$ cat src/fiwc_pkg.sv
package fiwc_pkg;

    // Register indices on the internal data-memory register port
    localparam int          REG_AW        = 4;
    localparam logic [3:0]  REG_CTRL      = 4'h0;
    localparam logic [3:0]  REG_WBCLR     = 4'h1;
    localparam logic [3:0]  REG_ADDR_LO   = 4'h2;
    localparam logic [3:0]  REG_ADDR_HI   = 4'h3;
    localparam logic [3:0]  REG_WORD_BASE = 4'h4;
    localparam logic [3:0]  REG_WORD_LAST = 4'hB;
    localparam logic [3:0]  REG_PAT_FIRST = 4'h6;

    // Control register field positions
    localparam int CTRL_WEN_BIT    = 7;
    localparam int CTRL_MODE_LSB   = 4;
    localparam int CTRL_PROC_BIT   = 3;
    localparam int CTRL_WSTART_BIT = 2;
    localparam int CTRL_RDEN_BIT   = 1;
    localparam int CTRL_RSTART_BIT = 0;
    localparam int WBCLR_BIT       = 0;

    // Reset values
    localparam logic [7:0]  CTRL_RESET    = 8'h70;
    localparam logic [7:0]  BYTE_RESET    = 8'h00;
    localparam logic [15:0] WORD_RESET    = 16'h0000;

    // Operation mode codes
    localparam logic [2:0]  MODE_WRITE    = 3'h0;
    localparam logic [2:0]  MODE_ERASE    = 3'h1;
    localparam logic [2:0]  MODE_READ     = 3'h3;
    localparam logic [2:0]  MODE_UNLOCK   = 3'h6;

    // Unlock pattern, element 0 goes to word 1 low byte
    localparam int          PAT_LEN       = 6;
    localparam logic [5:0][7:0] UNLOCK_PATTERN =
        {8'h40, 8'hC3, 8'h09, 8'h0D, 8'h04, 8'h00};

    // Unlock timeout in sub clock periods
    localparam int          TIMEOUT_US    = 300;
    localparam int          SUB_CLK_HZ    = 32768;
    localparam int          TIMEOUT_TICKS_RAW =
        (TIMEOUT_US * SUB_CLK_HZ) / 1000000;
    localparam int          TIMEOUT_TICKS =
        (TIMEOUT_TICKS_RAW < 1) ? 1 : TIMEOUT_TICKS_RAW;
    localparam int          TIMEOUT_CW    = 16;

    // Flash array operation kinds
    typedef enum logic [3:0] {
        FIWC_OP_WRITE = 4'b0001,
        FIWC_OP_ERASE = 4'b0010,
        FIWC_OP_READ  = 4'b0100,
        FIWC_OP_CLEAR = 4'b1000
    } fiwc_op_t;

    typedef enum logic [2:0] {
        FIWC_ST_IDLE = 3'b001,
        FIWC_ST_OP   = 3'b010,
        FIWC_ST_CLR  = 3'b100
    } fiwc_state_t;

    typedef struct packed {
        logic [REG_AW-1:0] addr;
        logic              wr;
        logic              rd;
        logic [7:0]        wdata;
    } fiwc_bus_t;

    typedef struct packed {
        fiwc_op_t          op;
        logic [13:0]       addr;
        logic [7:0]        erase_unit;
        logic [3:0][15:0]  data;
    } fiwc_req_t;

endpackage

$ cat src/fiwc_top.sv
`timescale 1ns/1ps

module fiwc_top #(
    parameter int ADDR_HI_BITS  = 6,
    parameter int TIMEOUT_TICKS = fiwc_pkg::TIMEOUT_TICKS
) (
    // Clock and reset
    input  wire logic                 clk_in,
    input  wire logic                 rstn_in,
    // Register port
    input  wire fiwc_pkg::fiwc_bus_t  bus_in,
    output logic [7:0]                rdata_out,
    // Slow sub clock, asynchronous
    input  wire logic                 slow_sub_clock_in,
    // Flash array side
    output logic                      flash_req_valid_out,
    output fiwc_pkg::fiwc_req_t       flash_req_out,
    input  wire logic                 flash_done_in,
    input  wire logic [15:0]          flash_rdata_in,
    // Status
    output logic                      write_enabled_out,
    output logic                      cpu_stall_out
);

    typedef struct packed {
        fiwc_pkg::fiwc_state_t state;
        logic [7:0]            ctrl;
        logic                  wbuf_clear;
        logic [7:0]            addr_lo;
        logic [5:0]            addr_hi;
        logic [3:0][15:0]      words;
        logic [7:0]            rdata;
        logic                  req_valid;
        fiwc_pkg::fiwc_req_t   req;
        logic                  sub_sync1;
        logic                  sub_sync2;
        logic                  sub_prev;
    } fiwc_top_regs_t;

    localparam logic [5:0] HI_MASK = 6'((1 << ADDR_HI_BITS) - 1);

    fiwc_top_regs_t r;
    fiwc_top_regs_t next_r;

    logic       sub_tick;
    logic       unl_start;
    logic       unl_active;
    logic       unl_success;
    logic       pat_wr;
    logic [2:0] pat_pos;

    ////////////////////////////////////////////////////////////////////////
    // Decoding helpers

    function automatic logic [7:0] erase_unit(input logic [5:0] hi,
                                              input logic [7:0] lo);
        logic [7:0] u;
        u = 8'h00;
        if (ADDR_HI_BITS == 4)
        begin
            u = {4'h0, hi[3:0]};
        end
        else if (ADDR_HI_BITS == 5)
        begin
            u = {hi[4:0], lo[7:5]};
        end
        else
        begin
            u = {hi[5:0], lo[7:6]};
        end
        return u;
    endfunction

    function automatic logic is_word_reg(input logic [3:0] a);
        return a >= fiwc_pkg::REG_WORD_BASE &&
               a <= fiwc_pkg::REG_WORD_LAST;
    endfunction

    ////////////////////////////////////////////////////////////////////////
    // Sub clock crossing and unlock sequencer

    // Only the second stage feeds the edge detector
    assign sub_tick = r.sub_sync2 & ~r.sub_prev;

    assign unl_start = bus_in.wr && r.state == fiwc_pkg::FIWC_ST_IDLE &&
        bus_in.addr == fiwc_pkg::REG_CTRL &&
        bus_in.wdata[fiwc_pkg::CTRL_MODE_LSB +: 3] ==
            fiwc_pkg::MODE_UNLOCK &&
        bus_in.wdata[fiwc_pkg::CTRL_PROC_BIT];

    // Writes to word 1..3 bytes are pattern candidates; word 0 is not
    assign pat_wr  = bus_in.wr && r.state == fiwc_pkg::FIWC_ST_IDLE &&
        bus_in.addr >= fiwc_pkg::REG_PAT_FIRST &&
        bus_in.addr <= fiwc_pkg::REG_WORD_LAST;
    assign pat_pos = 3'(bus_in.addr - fiwc_pkg::REG_PAT_FIRST);

    fiwc_unlock #(
        .TIMEOUT_TICKS (TIMEOUT_TICKS)
    ) u_unlock (
        .clk_in      (clk_in),
        .rstn_in     (rstn_in),
        .start_in    (unl_start),
        .sub_tick_in (sub_tick),
        .byte_wr_in  (pat_wr),
        .byte_pos_in (pat_pos),
        .byte_in     (bus_in.wdata),
        .active_out  (unl_active),
        .success_out (unl_success)
    );

    ////////////////////////////////////////////////////////////////////////
    // Next state

    always_comb
    begin
        logic [7:0] w;
        logic [2:0] mode;
        logic [3:0] widx;
        logic       wen;
        logic       start_w;
        logic       start_r;
        w       = bus_in.wdata;
        mode    = w[fiwc_pkg::CTRL_MODE_LSB +: 3];
        widx    = bus_in.addr - fiwc_pkg::REG_WORD_BASE;
        wen     = r.ctrl[fiwc_pkg::CTRL_WEN_BIT];
        start_w = 1'b0;
        start_r = 1'b0;
        next_r  = r;

        next_r.sub_sync1 = slow_sub_clock_in;
        next_r.sub_sync2 = r.sub_sync1;
        next_r.sub_prev  = r.sub_sync2;
        next_r.req_valid = 1'b0;

        // Register reads
        if (bus_in.rd)
        begin
            if (bus_in.addr == fiwc_pkg::REG_CTRL)
            begin
                next_r.rdata = r.ctrl;
            end
            else if (bus_in.addr == fiwc_pkg::REG_WBCLR)
            begin
                next_r.rdata = {7'h00, r.wbuf_clear};
            end
            else if (bus_in.addr == fiwc_pkg::REG_ADDR_LO)
            begin
                next_r.rdata = r.addr_lo;
            end
            else if (bus_in.addr == fiwc_pkg::REG_ADDR_HI)
            begin
                next_r.rdata = {2'b00, r.addr_hi & HI_MASK};
            end
            else if (is_word_reg(bus_in.addr))
            begin
                next_r.rdata = widx[0] ? r.words[widx[2:1]][15:8]
                                       : r.words[widx[2:1]][7:0];
            end
            else
            begin
                next_r.rdata = fiwc_pkg::BYTE_RESET;
            end
        end

        // Register writes; ignored while an operation runs
        if (bus_in.wr && r.state == fiwc_pkg::FIWC_ST_IDLE)
        begin
            if (bus_in.addr == fiwc_pkg::REG_CTRL)
            begin
                next_r.ctrl[6:0] = w[6:0];
                next_r.ctrl[fiwc_pkg::CTRL_WSTART_BIT] = 1'b0;
                next_r.ctrl[fiwc_pkg::CTRL_RSTART_BIT] = 1'b0;
                if (!w[fiwc_pkg::CTRL_WEN_BIT])
                begin
                    next_r.ctrl[fiwc_pkg::CTRL_WEN_BIT] = 1'b0;
                end
                // Combined start bits in one write are refused
                if (w[fiwc_pkg::CTRL_WSTART_BIT] &&
                    !w[fiwc_pkg::CTRL_RSTART_BIT] &&
                    !w[fiwc_pkg::CTRL_RDEN_BIT] && wen &&
                    w[fiwc_pkg::CTRL_WEN_BIT] &&
                    (mode == fiwc_pkg::MODE_WRITE ||
                     mode == fiwc_pkg::MODE_ERASE))
                begin
                    start_w = 1'b1;
                end
                if (w[fiwc_pkg::CTRL_RSTART_BIT] &&
                    w[fiwc_pkg::CTRL_RDEN_BIT] &&
                    !w[fiwc_pkg::CTRL_WSTART_BIT] &&
                    mode == fiwc_pkg::MODE_READ)
                begin
                    start_r = 1'b1;
                end
            end
            else if (bus_in.addr == fiwc_pkg::REG_WBCLR)
            begin
                if (w[fiwc_pkg::WBCLR_BIT])
                begin
                    next_r.wbuf_clear = 1'b1;
                    next_r.state      = fiwc_pkg::FIWC_ST_CLR;
                    next_r.req_valid  = 1'b1;
                    next_r.req.op     = fiwc_pkg::FIWC_OP_CLEAR;
                end
            end
            else if (bus_in.addr == fiwc_pkg::REG_ADDR_LO)
            begin
                next_r.addr_lo = w;
            end
            else if (bus_in.addr == fiwc_pkg::REG_ADDR_HI)
            begin
                next_r.addr_hi = w[5:0] & HI_MASK;
            end
            else if (is_word_reg(bus_in.addr))
            begin
                if (widx[0])
                begin
                    next_r.words[widx[2:1]][15:8] = w;
                end
                else
                begin
                    next_r.words[widx[2:1]][7:0] = w;
                end
            end
        end

        // Launch an array operation with the staged address and data
        if (start_w || start_r)
        begin
            next_r.state          = fiwc_pkg::FIWC_ST_OP;
            next_r.req_valid      = 1'b1;
            next_r.req.addr       = {r.addr_hi, r.addr_lo};
            next_r.req.erase_unit = erase_unit(r.addr_hi, r.addr_lo);
            next_r.req.data       = r.words;
            if (start_r)
            begin
                next_r.req.op = fiwc_pkg::FIWC_OP_READ;
                next_r.ctrl[fiwc_pkg::CTRL_RSTART_BIT] = 1'b1;
            end
            else
            begin
                next_r.req.op = (mode == fiwc_pkg::MODE_ERASE)
                    ? fiwc_pkg::FIWC_OP_ERASE : fiwc_pkg::FIWC_OP_WRITE;
                next_r.ctrl[fiwc_pkg::CTRL_WSTART_BIT] = 1'b1;
            end
        end

        // Completion from the array
        if (flash_done_in)
        begin
            if (r.state == fiwc_pkg::FIWC_ST_OP)
            begin
                next_r.state = fiwc_pkg::FIWC_ST_IDLE;
                next_r.ctrl[fiwc_pkg::CTRL_WSTART_BIT] = 1'b0;
                next_r.ctrl[fiwc_pkg::CTRL_RSTART_BIT] = 1'b0;
                if (r.req.op == fiwc_pkg::FIWC_OP_READ)
                begin
                    next_r.words[0] = flash_rdata_in;
                end
            end
            else if (r.state == fiwc_pkg::FIWC_ST_CLR)
            begin
                next_r.state      = fiwc_pkg::FIWC_ST_IDLE;
                next_r.wbuf_clear = 1'b0;
            end
        end

        // The processor runs during a buffer clear, so it may drop status
        if (bus_in.wr && bus_in.addr == fiwc_pkg::REG_CTRL &&
            !w[fiwc_pkg::CTRL_WEN_BIT] &&
            r.state == fiwc_pkg::FIWC_ST_CLR)
        begin
            next_r.ctrl[fiwc_pkg::CTRL_WEN_BIT] = 1'b0;
        end

        // Hardware set wins over a software clear in the same cycle
        if (unl_success)
        begin
            next_r.ctrl[fiwc_pkg::CTRL_WEN_BIT] = 1'b1;
        end
    end

    ////////////////////////////////////////////////////////////////////////
    // State register

    always_ff @(posedge clk_in)
    begin
        if (!rstn_in)
        begin
            r            <= '0;
            r.state      <= fiwc_pkg::FIWC_ST_IDLE;
            r.ctrl       <= fiwc_pkg::CTRL_RESET;
            r.req.op     <= fiwc_pkg::FIWC_OP_WRITE;
            r.addr_lo    <= fiwc_pkg::BYTE_RESET;
            r.words      <= {4{fiwc_pkg::WORD_RESET}};
        end
        else
        begin
            r <= next_r;
        end
    end

    ////////////////////////////////////////////////////////////////////////
    // Outputs

    assign rdata_out           = r.rdata;
    assign flash_req_valid_out = r.req_valid;
    assign flash_req_out       = r.req;
    assign write_enabled_out   = r.ctrl[fiwc_pkg::CTRL_WEN_BIT];
    // Buffer clear does not stall; the processor may poll its bit
    assign cpu_stall_out       = r.state == fiwc_pkg::FIWC_ST_OP;

endmodule

$ cat src/fiwc_unlock.sv
`timescale 1ns/1ps

module fiwc_unlock #(
    parameter int TIMEOUT_TICKS = fiwc_pkg::TIMEOUT_TICKS
) (
    // Clock and reset
    input  wire logic       clk_in,
    input  wire logic       rstn_in,
    // Control
    input  wire logic       start_in,
    input  wire logic       sub_tick_in,
    // Pattern byte writes
    input  wire logic       byte_wr_in,
    input  wire logic [2:0] byte_pos_in,
    input  wire logic [7:0] byte_in,
    // Result
    output logic            active_out,
    output logic            success_out
);

    typedef struct packed {
        logic                            active;
        logic [2:0]                      pos;
        logic [fiwc_pkg::TIMEOUT_CW-1:0] count;
        logic                            success;
    } fiwc_unl_regs_t;

    localparam logic [fiwc_pkg::TIMEOUT_CW-1:0] LIMIT =
        fiwc_pkg::TIMEOUT_CW'(TIMEOUT_TICKS);
    localparam logic [2:0] LAST_POS = 3'(fiwc_pkg::PAT_LEN - 1);

    fiwc_unl_regs_t r;
    fiwc_unl_regs_t next_r;

    always_comb
    begin
        next_r = r;
        next_r.success = 1'b0;
        if (start_in)
        begin
            next_r.active = 1'b1;
            next_r.pos    = 3'h0;
            next_r.count  = '0;
        end
        else if (r.active)
        begin
            if (sub_tick_in)
            begin
                next_r.count = r.count + 1'b1;
            end
            if (sub_tick_in && (r.count + 1'b1 >= LIMIT))
            begin
                next_r.active = 1'b0;
            end
            else if (byte_wr_in)
            begin
                if (byte_pos_in != r.pos ||
                    byte_in != fiwc_pkg::UNLOCK_PATTERN[r.pos])
                begin
                    next_r.active = 1'b0;
                end
                else if (r.pos == LAST_POS)
                begin
                    next_r.active  = 1'b0;
                    next_r.success = 1'b1;
                end
                else
                begin
                    next_r.pos = r.pos + 3'h1;
                end
            end
        end
    end

    always_ff @(posedge clk_in)
    begin
        if (!rstn_in)
        begin
            r <= '0;
        end
        else
        begin
            r <= next_r;
        end
    end

    assign active_out  = r.active;
    assign success_out = r.success;

endmodule

$ cat config.mk
export PLATFORM = sky130hd
export DESIGN_NAME = fiwc_top
export DESIGN_NICKNAME = d
export VERILOG_FILES = /design/src/fiwc_pkg.sv /design/src/fiwc_top.sv /design/src/fiwc_unlock.sv
export SDC_FILE = /design/constraint.sdc
export NUM_CORES = 1
export LEC_CHECK = 0
export BUFFER_PORTS_ARGS = -buffer_cell sky130_fd_sc_hd__buf_2
export CAP_MARGIN = 25
export CORE_UTILIZATION = 50
export DETAILED_ROUTE_END_ITERATION = 10
export GPL_TIMING_DRIVEN = 0
export PLACE_DENSITY = 0.77
export SYNTH_ARGS = -nofsm -noshare
export SYNTH_HDL_FRONTEND = slang
export SYNTH_SLANG_ARGS = --single-unit
$ cat constraint.sdc
create_clock -name clk_in -period 3.28 [get_ports clk_in]
set_input_delay 0.656 -clock clk_in [delete_from_list [all_inputs] [get_ports clk_in]]
set_output_delay 0.656 -clock clk_in [all_outputs]
set_load 0.01 [all_outputs]
==> flow_summary_export.csv, run 1 <==
group,metric,value,unit
run_status,outcome,"finished, final reports clean",
worst_setup_path,cp.arrival,3.47,ns
worst_setup_path,crit_fanout,12,
worst_setup_path,worst_ep_required_time,3.67,ns
pwr,seqPwrFrac,44.4,%
run,drv_cap,0,
logic_synthesis,synth_seq_area_share,40.9,%
detailed_routing,drcViolationCount,0,
cells_and_area,antennaDiodeCount,0,
sta,finalClockSkew,0.0233,ns
pwr,p_leak,5.12,nW
logic_synthesis,ys.flop_type,"dfxtp_1",
sta,clock.fmax,0.325,GHz
sta,fin_crit,3.08,ns
worst_setup_path,crit_top_cell,"buf_2",
clock_network,clk_latency,0.53,ns
sta,fin_crit_sh,93.9,%
pwr,pwr-share-clk,50.1,%
logic_synthesis,ys_ff_latch,210,
global_routing,first_global_vias,8443,
detailed_routing,routed_via_density,5.48,
sta,finalSetupViolCount,0,
pwr,max-vdd-ir-drop,0.300,mV
clock_network,cts_buffers,24,
worst_setup_path,worstPathCellList,"buf_2 > clkbuf_8 > inv_1 > ha_1 > buf_4 > nor3b_4 > and2_1 > buf_4 > nand2_2 > or3_1 > nand2_1 > buf_2 > buf_2 > nor2_1",
logic_synthesis,async_flop_share,0,%
global_routing,antenna_found_initial,0,
sta,worstMarginPinSlew,0.878,ns
sta,relSlewSlack,41.5,%
placement,dpl.cell_count,1616,
sta,rsz0062_at_grt,"no",
logic_synthesis,netlist_instances,1213,
detailed_routing,post_drt_wl_per_cell,17.4,µm
floorplan,ios,135,
floorplan,start_util,51.0,%
pwr,swShare,22.5,%
logic_synthesis,ys_types,58,
worst_setup_path,criticalPathCategory,"input pin to register",
cells_and_area,design_area,0.0122,mm²
pwr,finalPower,5.83,mW
global_routing,grt_max_degree,20,
cells_and_area,drive_above_1_share,23.9,%
detailed_routing,dr.pass1.iters,7,
detailed_routing,drt-initial-drc-count,794,
floorplan,num_rows,52,
pwr,p_int,4.51,mW
worst_setup_path,reg2reg_slack,0.48,ns
pwr,switchingPower,1.31,mW
placement,io_buffers,133,
worst_setup_path,critPathSlowestCell,"or3_1",
clock_network,clk_pin_slew,0.06,ns
cells_and_area,final_cells,1657,
cells_and_area,final_util,60.3,%
global_routing,track_usage,26.9,%
placement,gp_congestion,0.986,
cells_and_area,fillers,1799,
pwr,combPwrFrac,5.5,%
sta,final_hold_viol_count,0,
logic_synthesis,synth.avg_cell_area,8.47,µm²
logic_synthesis,synth_warnings,0,
logic_synthesis,synthesis.area,0.0103,mm²
placement,placement.cell_area,0.0113,mm²
detailed_routing,drt_wl_total,28.9,mm
detailed_routing,ant_nets,0,
worst_setup_path,max_stage_delay,0.46,ns
worst_setup_path,r2r-start,"u_unlock.r[2]$_SDFFE_PP0P_",
clock_network,ctsLongestPathBuffers,3,
worst_setup_path,cp-end-kind,"register",
logic_synthesis,yosysTopAreaCell,"dfxtp_1",
placement,place_ws,-1.01,ns
placement,dp_hpwl,20.8,mm
floorplan,die_width,145,µm
worst_setup_path,crit_family,"buffers and inverters",
logic_synthesis,yosysTopAreaCellShare,40.9,%
clock_network,cts_tree,"built",
global_routing,grt_pass1_wl,45.0,mm
clock_network,htree_levels,1,
pwr,powerDensity,479,mW/mm²
sta,drv_slew,0,
detailed_routing,vias,9081,
logic_synthesis,synth_edf_count,0,
global_routing,grt_overflow,0,
logic_synthesis,synth_nets,1258,
cells_and_area,num-nets-final,1415,
cells_and_area,syn_to_final_growth,18.4,%
floorplan,die_y,145,µm
floorplan,core-area,0.0202,mm²
min_path,hold_start,"slow_sub_clock_in",
floorplan,dieArea,0.0211,mm²
sta,postLayoutSetupSlackWorst,0.202,ns
logic_synthesis,yosys-top-cells-area,"dfxtp_1 (41%), nand2_1 (10%), buf_4 (7.4%), a21boi_0 (6.9%), nand3_1 (4.7%)",
worst_setup_path,crit_start,"bus_in[12]",
worst_setup_path,cp-start-kind,"input pin",
clock_network,cts_hold_buffers,0,
worst_setup_path,critPathBufInv,7,
min_path,hold_class,"input pin to register",
clock_network,clock-root-buffer,"clkbuf_16",
clock_network,clock-sinks,210,
path summary, 6_finish.rpt:
path / cells past startpoint / to
worst max-delay path: 14 / u_unlock.r[5]$_SDFFE_PP0P_
worst min-delay path: 2 / next_r[1]$_SDFF_PN0_
worst max register to register: 11 / register
worst min register to register: 2 / flash_req_out[36]$_SDFFE_PN0N_
synth_stat cells (all sizes together) (2+ instances only):
cell type	count
nor4b	2
or3	5
mux2	4
a21boi	131
and4	2
nor3b	6
xnor2	15
dfxtp	210
a31oi	2
and2	9
nor2b	21
nor2	31
a311oi	3
nand2	289
mux2i	23
and3	12
nand4	12
nand3	97
mux4	16
o211a	19
ha	11
a21o	2
nor3	12
clkbuf	62
a22oi	7
inv	11
xor2	9
o21ai	27
a21oi	21
buf	125
nor4bb	2
cell type report:
class	count	area [µm²]	share of cell area, %
multi-input combinational	804	4900	40.3
sequential	210	4200	34.6
buffer	184	1140	9.37
timing repair buffer	134	673	5.53
clock buffer	31	667	5.48
tap	270	338	2.78
clock inverter	12	203	1.67
inverter	12	45.0	0.370
what timing repair did:
item,CTS,global route
resized for setup,1,2
setup endpoints to repair,96,64
buffers inserted,1,0
cells by family (layout without fill, tap and decap cells):
logic type      count (synthesis)  after routing  synth area share [%]
simple gates                  505            505                  22.3
compound gates                221            221                  15.8
flops                         210            210                  40.9
buf+inv                       199            373                  11.5
mux                            43             43                  6.18
xor+xnor                       24             24                  2.05
fa+ha+maj                      11             11                  1.34
routing by layer:
layer  wire, µm  up-vias  track usage [%]
met3       2350      101             4.45
met1      12300     4212             35.4
met5          0        -                0
met4       1450        0             13.9
met2      12800      439             42.7
li1           -     4329                -
worst reg2reg max path, stage by stage, from the launching register on:
cell and delay (ns):
dfxtp_1 0.38, ha_1 0.20, buf_2 0.22, xnor2_1 0.14
nand2_1 0.07, mux2i_1 0.15, o2111ai_1 0.17, o41ai_4 0.63
and3_1 0.25, buf_4 0.15, mux2i_1 0.22, nand3_1 0.09
metrics by stage:
stage | TNS (ns) | hold WS, ns
final | 0 | 0.352
after global routing | 0 | 0.351
after CTS | 0 | 0.349
after detailed placement | -72.67 | 0.419
after global placement | -64.66 | 0.433
after floorplan | 0 | 0.412
power by group through the flow:
stage	combinational, mW	clock [mW]	sequential, mW
finish	0.319	2.92	2.59
floorplan	0.196	0	2.64
detailed placement	0.309	0	2.64
global placement	0.306	0	2.64
CTS	0.312	2.94	2.59
global route	0.340	3.05	2.59
registers in the layout, indices dropped and copies added, names as in the netlist, named ones only:
register	cells
next_r	2
u_unlock.success_out	1
r	90
flash_req_valid_out	1
rdata_out	8
u_unlock.r	19
write_enabled_out	1
flash_req_out	82
u_unlock.active_out	1
placed cells by master, fill, tap and decap left out, types with 2 or more instances in the layout:
cell type  netlist  layout
nor2_1          31      31
a21oi_1         20      20
clkbuf_1        61      60
buf_6            4       4
nor3_1          11      11
a31oi_1          2       2
nor3b_1          5       5
bufinv_16        0       5
ha_1            11      11
a21o_1           2       2
clkbuf_16        0      24
mux2i_1         23      23
xnor2_1         15      15
inv_1           11      11
nor4bb_1         2       2
a21boi_0        95      95
or3_1            5       5
nand2_1        287     287
dfxtp_1        210     210
buf_4          101     103
nand3_1         97      97
xor2_1           9       9
clkinv_2         0       4
o21ai_0         26      26
mux4_2          16      16
a311oi_1         3       3
o211a_1         19      19
buf_2           19     150
mux2_2           4       4
nor2b_1         21      21
clkbuf_8         0       5
nand4_1         12      12
a22oi_1          7       7
nor4b_1          2       2
a21boi_1        36      36
and3_1          12      12
and2_1           8       8
No activity file was read; power rests on OpenSTA's default activity.
==> run 2, diff against run 1 <==
BUFFER_PORTS_ARGS = unset   (was -buffer_cell sky130_fd_sc_hd__buf_2)
DONT_BUFFER_PORTS = 1   (was unset)
PLACE_DENSITY = 0.72   (was 0.77)
==> run 2 against run 1 <==
Sequential share of layout area rose by 2.3 points. Highest routed layer unchanged. Combinational power fell by 13%. Critical path depth did not move. Via count fell by 5.8%. Clock skew fell by 0.014 ns. Final cell count fell by 7.9%.
==> flow_summary_export.csv, run 2 (synthesis gave the netlist of run 1 again) <==
group,metric,value,unit
run_status,outcome,"finished, final reports clean",
sta,finalClockSkew,0.00975,ns
detailed_routing,dr.pass1.iters,5,
worst_setup_path,crit_fanout,10,
clock_network,clk_pin_slew,0.06,ns
cells_and_area,largest_reg_flops,90,
pwr,powerDensity,486,mW/mm²
detailed_routing,post_drt_wl_per_cell,18.5,µm
placement,gp_congestion,0.987,
floorplan,num_rows,52,
detailed_routing,vias,8557,
global_routing,track_usage,26.7,%
pwr,seqPwrFrac,46.7,%
sta,worstMarginPinSlew,0.850,ns
sta,fin_crit_sh,93.1,%
pwr,max-vdd-ir-drop,0.316,mV
sta,relSlewSlack,43.3,%
placement,placement.cell_area,0.0106,mm²
clock_network,cts_hold_buffers,0,
worst_setup_path,reg2reg_slack,0.45,ns
clock_network,cts_buffers,23,
placement,io_buffers,0,
min_path,hold_class,"input pin to register",
worst_setup_path,crit_family,"simple AND/OR/NAND/NOR gates",
cells_and_area,num-nets-final,1282,
worst_setup_path,worst_ep_required_time,3.70,ns
pwr,p_int,4.28,mW
floorplan,start_util,51.0,%
placement,place_ws,-0.676,ns
global_routing,antenna_found_initial,1,
pwr,combPwrFrac,5.0,%
cells_and_area,final_util,56.6,%
clock_network,ctsLongestPathBuffers,3,
floorplan,ios,135,
sta,final_hold_viol_count,0,
floorplan,core-area,0.0202,mm²
run,drv_cap,0,
sta,drv_slew,0,
worst_setup_path,cp-start-kind,"input pin",
sta,fin_crit,3.05,ns
sta,postLayoutSetupSlackWorst,0.226,ns
cells_and_area,multi_input_area,0.00489,mm²
worst_setup_path,critPathBufInv,6,
detailed_routing,ant_nets,0,
global_routing,grt_overflow,0,
floorplan,dieArea,0.0211,mm²
cells_and_area,final_cell_mix,"nand2_1 (287), dfxtp_1 (210), buf_4 (102)",
cells_and_area,syn_to_final_growth,11.1,%
pwr,switchingPower,1.26,mW
pwr,p_leak,4.40,nW
clock_network,clock-root-buffer,"clkbuf_16",
floorplan,die_y,145,µm
sta,clock.fmax,0.327,GHz
global_routing,grt_pass1_wl,44.6,mm
cells_and_area,layout_commonest_cell,"nand2_1",
detailed_routing,drt_wl_total,28.3,mm
clock_network,clk_latency,0.51,ns
clock_network,htree_levels,1,
placement,dp_hpwl,20.6,mm
worst_setup_path,worstPathCellList,"clkbuf_4 > clkbuf_8 > inv_1 > ha_1 > buf_4 > nor3b_4 > and2_1 > buf_4 > nand2_2 > or4_4 > nand2_2 > buf_2 > nand2_1 > a21boi_0",
detailed_routing,drcViolationCount,0,
cells_and_area,fillers,1872,
worst_setup_path,cp.arrival,3.48,ns
clock_network,clock-sinks,210,
sta,rsz0062_at_grt,"no",
global_routing,first_global_vias,8183,
worst_setup_path,criticalPathCategory,"input pin to register",
pwr,pwr-share-clk,48.4,%
worst_setup_path,cp-end-kind,"register",
floorplan,die_width,145,µm
pwr,swShare,22.7,%
cells_and_area,regMostFlops,"r",
worst_setup_path,critPathSlowestCell,"or4_4",
global_routing,grt_max_degree,20,
sta,finalSetupViolCount,0,
worst_setup_path,max_stage_delay,0.54,ns
cells_and_area,drive_above_1_share,15.7,%
detailed_routing,routed_via_density,5.61,
clock_network,cts_tree,"built",
cells_and_area,regArea,0.00420,mm²
cells_and_area,design_area,0.0114,mm²
detailed_routing,drt-initial-drc-count,720,
run 2: power groups by stage:
stage	registers, mW	logic [mW]	clock network (mW)
finish	2.59	0.276	2.68
global route	2.59	0.295	2.82
CTS	2.59	0.271	2.70
detailed placement	2.64	0.269	0
global placement	2.64	0.267	0
floorplan	2.64	0.196	0
run 2: final timing paths:
check,startpoint,end,depth (start not counted)
worst max-delay path,bus_in[12],flash_req_out[7]$_SDFFE_PN0N_,14
worst min-delay path,slow_sub_clock_in,next_r[1]$_SDFF_PN0_,1
worst max register to register,u_unlock.r[2]$_SDFFE_PP0P_,register,11
worst min register to register,next_r[1]$_SDFF_PN0_,next_r[0]$_SDFF_PN0_,1
run 2: worst reg2reg max path: stages, from the launching register on:
cell and delay (ns):
dfxtp_1 0.39, ha_1 0.20, buf_2 0.22, inv_1 0.05, o21ai_0 0.17, nor2_1 0.06
o32a_1 0.34, o41ai_4 0.55, and3_1 0.25, buf_4 0.14, mux2i_1 0.23, nand3_1 0.10
run 2: final cells by class:
class | count | area share, %
antenna | 3 | 0.0658
inverter | 12 | 0.395
tap | 270 | 2.96
clock inverter | 10 | 1.15
multi-input combinational | 804 | 42.9
timing repair buffer | 1 | 0.0658
buffer | 185 | 10.0
clock buffer | 31 | 5.66
sequential | 210 | 36.8
run 2: repair_timing:
action,in CTS,in global routing
gates resized for setup,0,1
pin swaps,0,0
setup endpoints to repair,4,94
setup buffers,0,1
run 2: per-layer routing:
layer	vias up	track usage (%)	wire, µm	share of wire (%)
li1	4076	-	-	-
met1	4011	34.2	11700	41
met2	393	42.5	12700	45
met3	77	7.21	2850	10
met4	0	11.2	1050	3.7
met5	-	0	0	0
run 2: per-stage QoR:
step,std cells,hold WS (ns),power [mW],TNS (ns)
CTS,1523,0.268,5.55,0
global route,1523,0.267,5.71,0
finish,1526,0.276,5.54,0
global placement,1483,0.417,2.91,-40.02
floorplan,1213,0.412,2.83,0
detailed placement,1483,0.425,2.91,-42.57
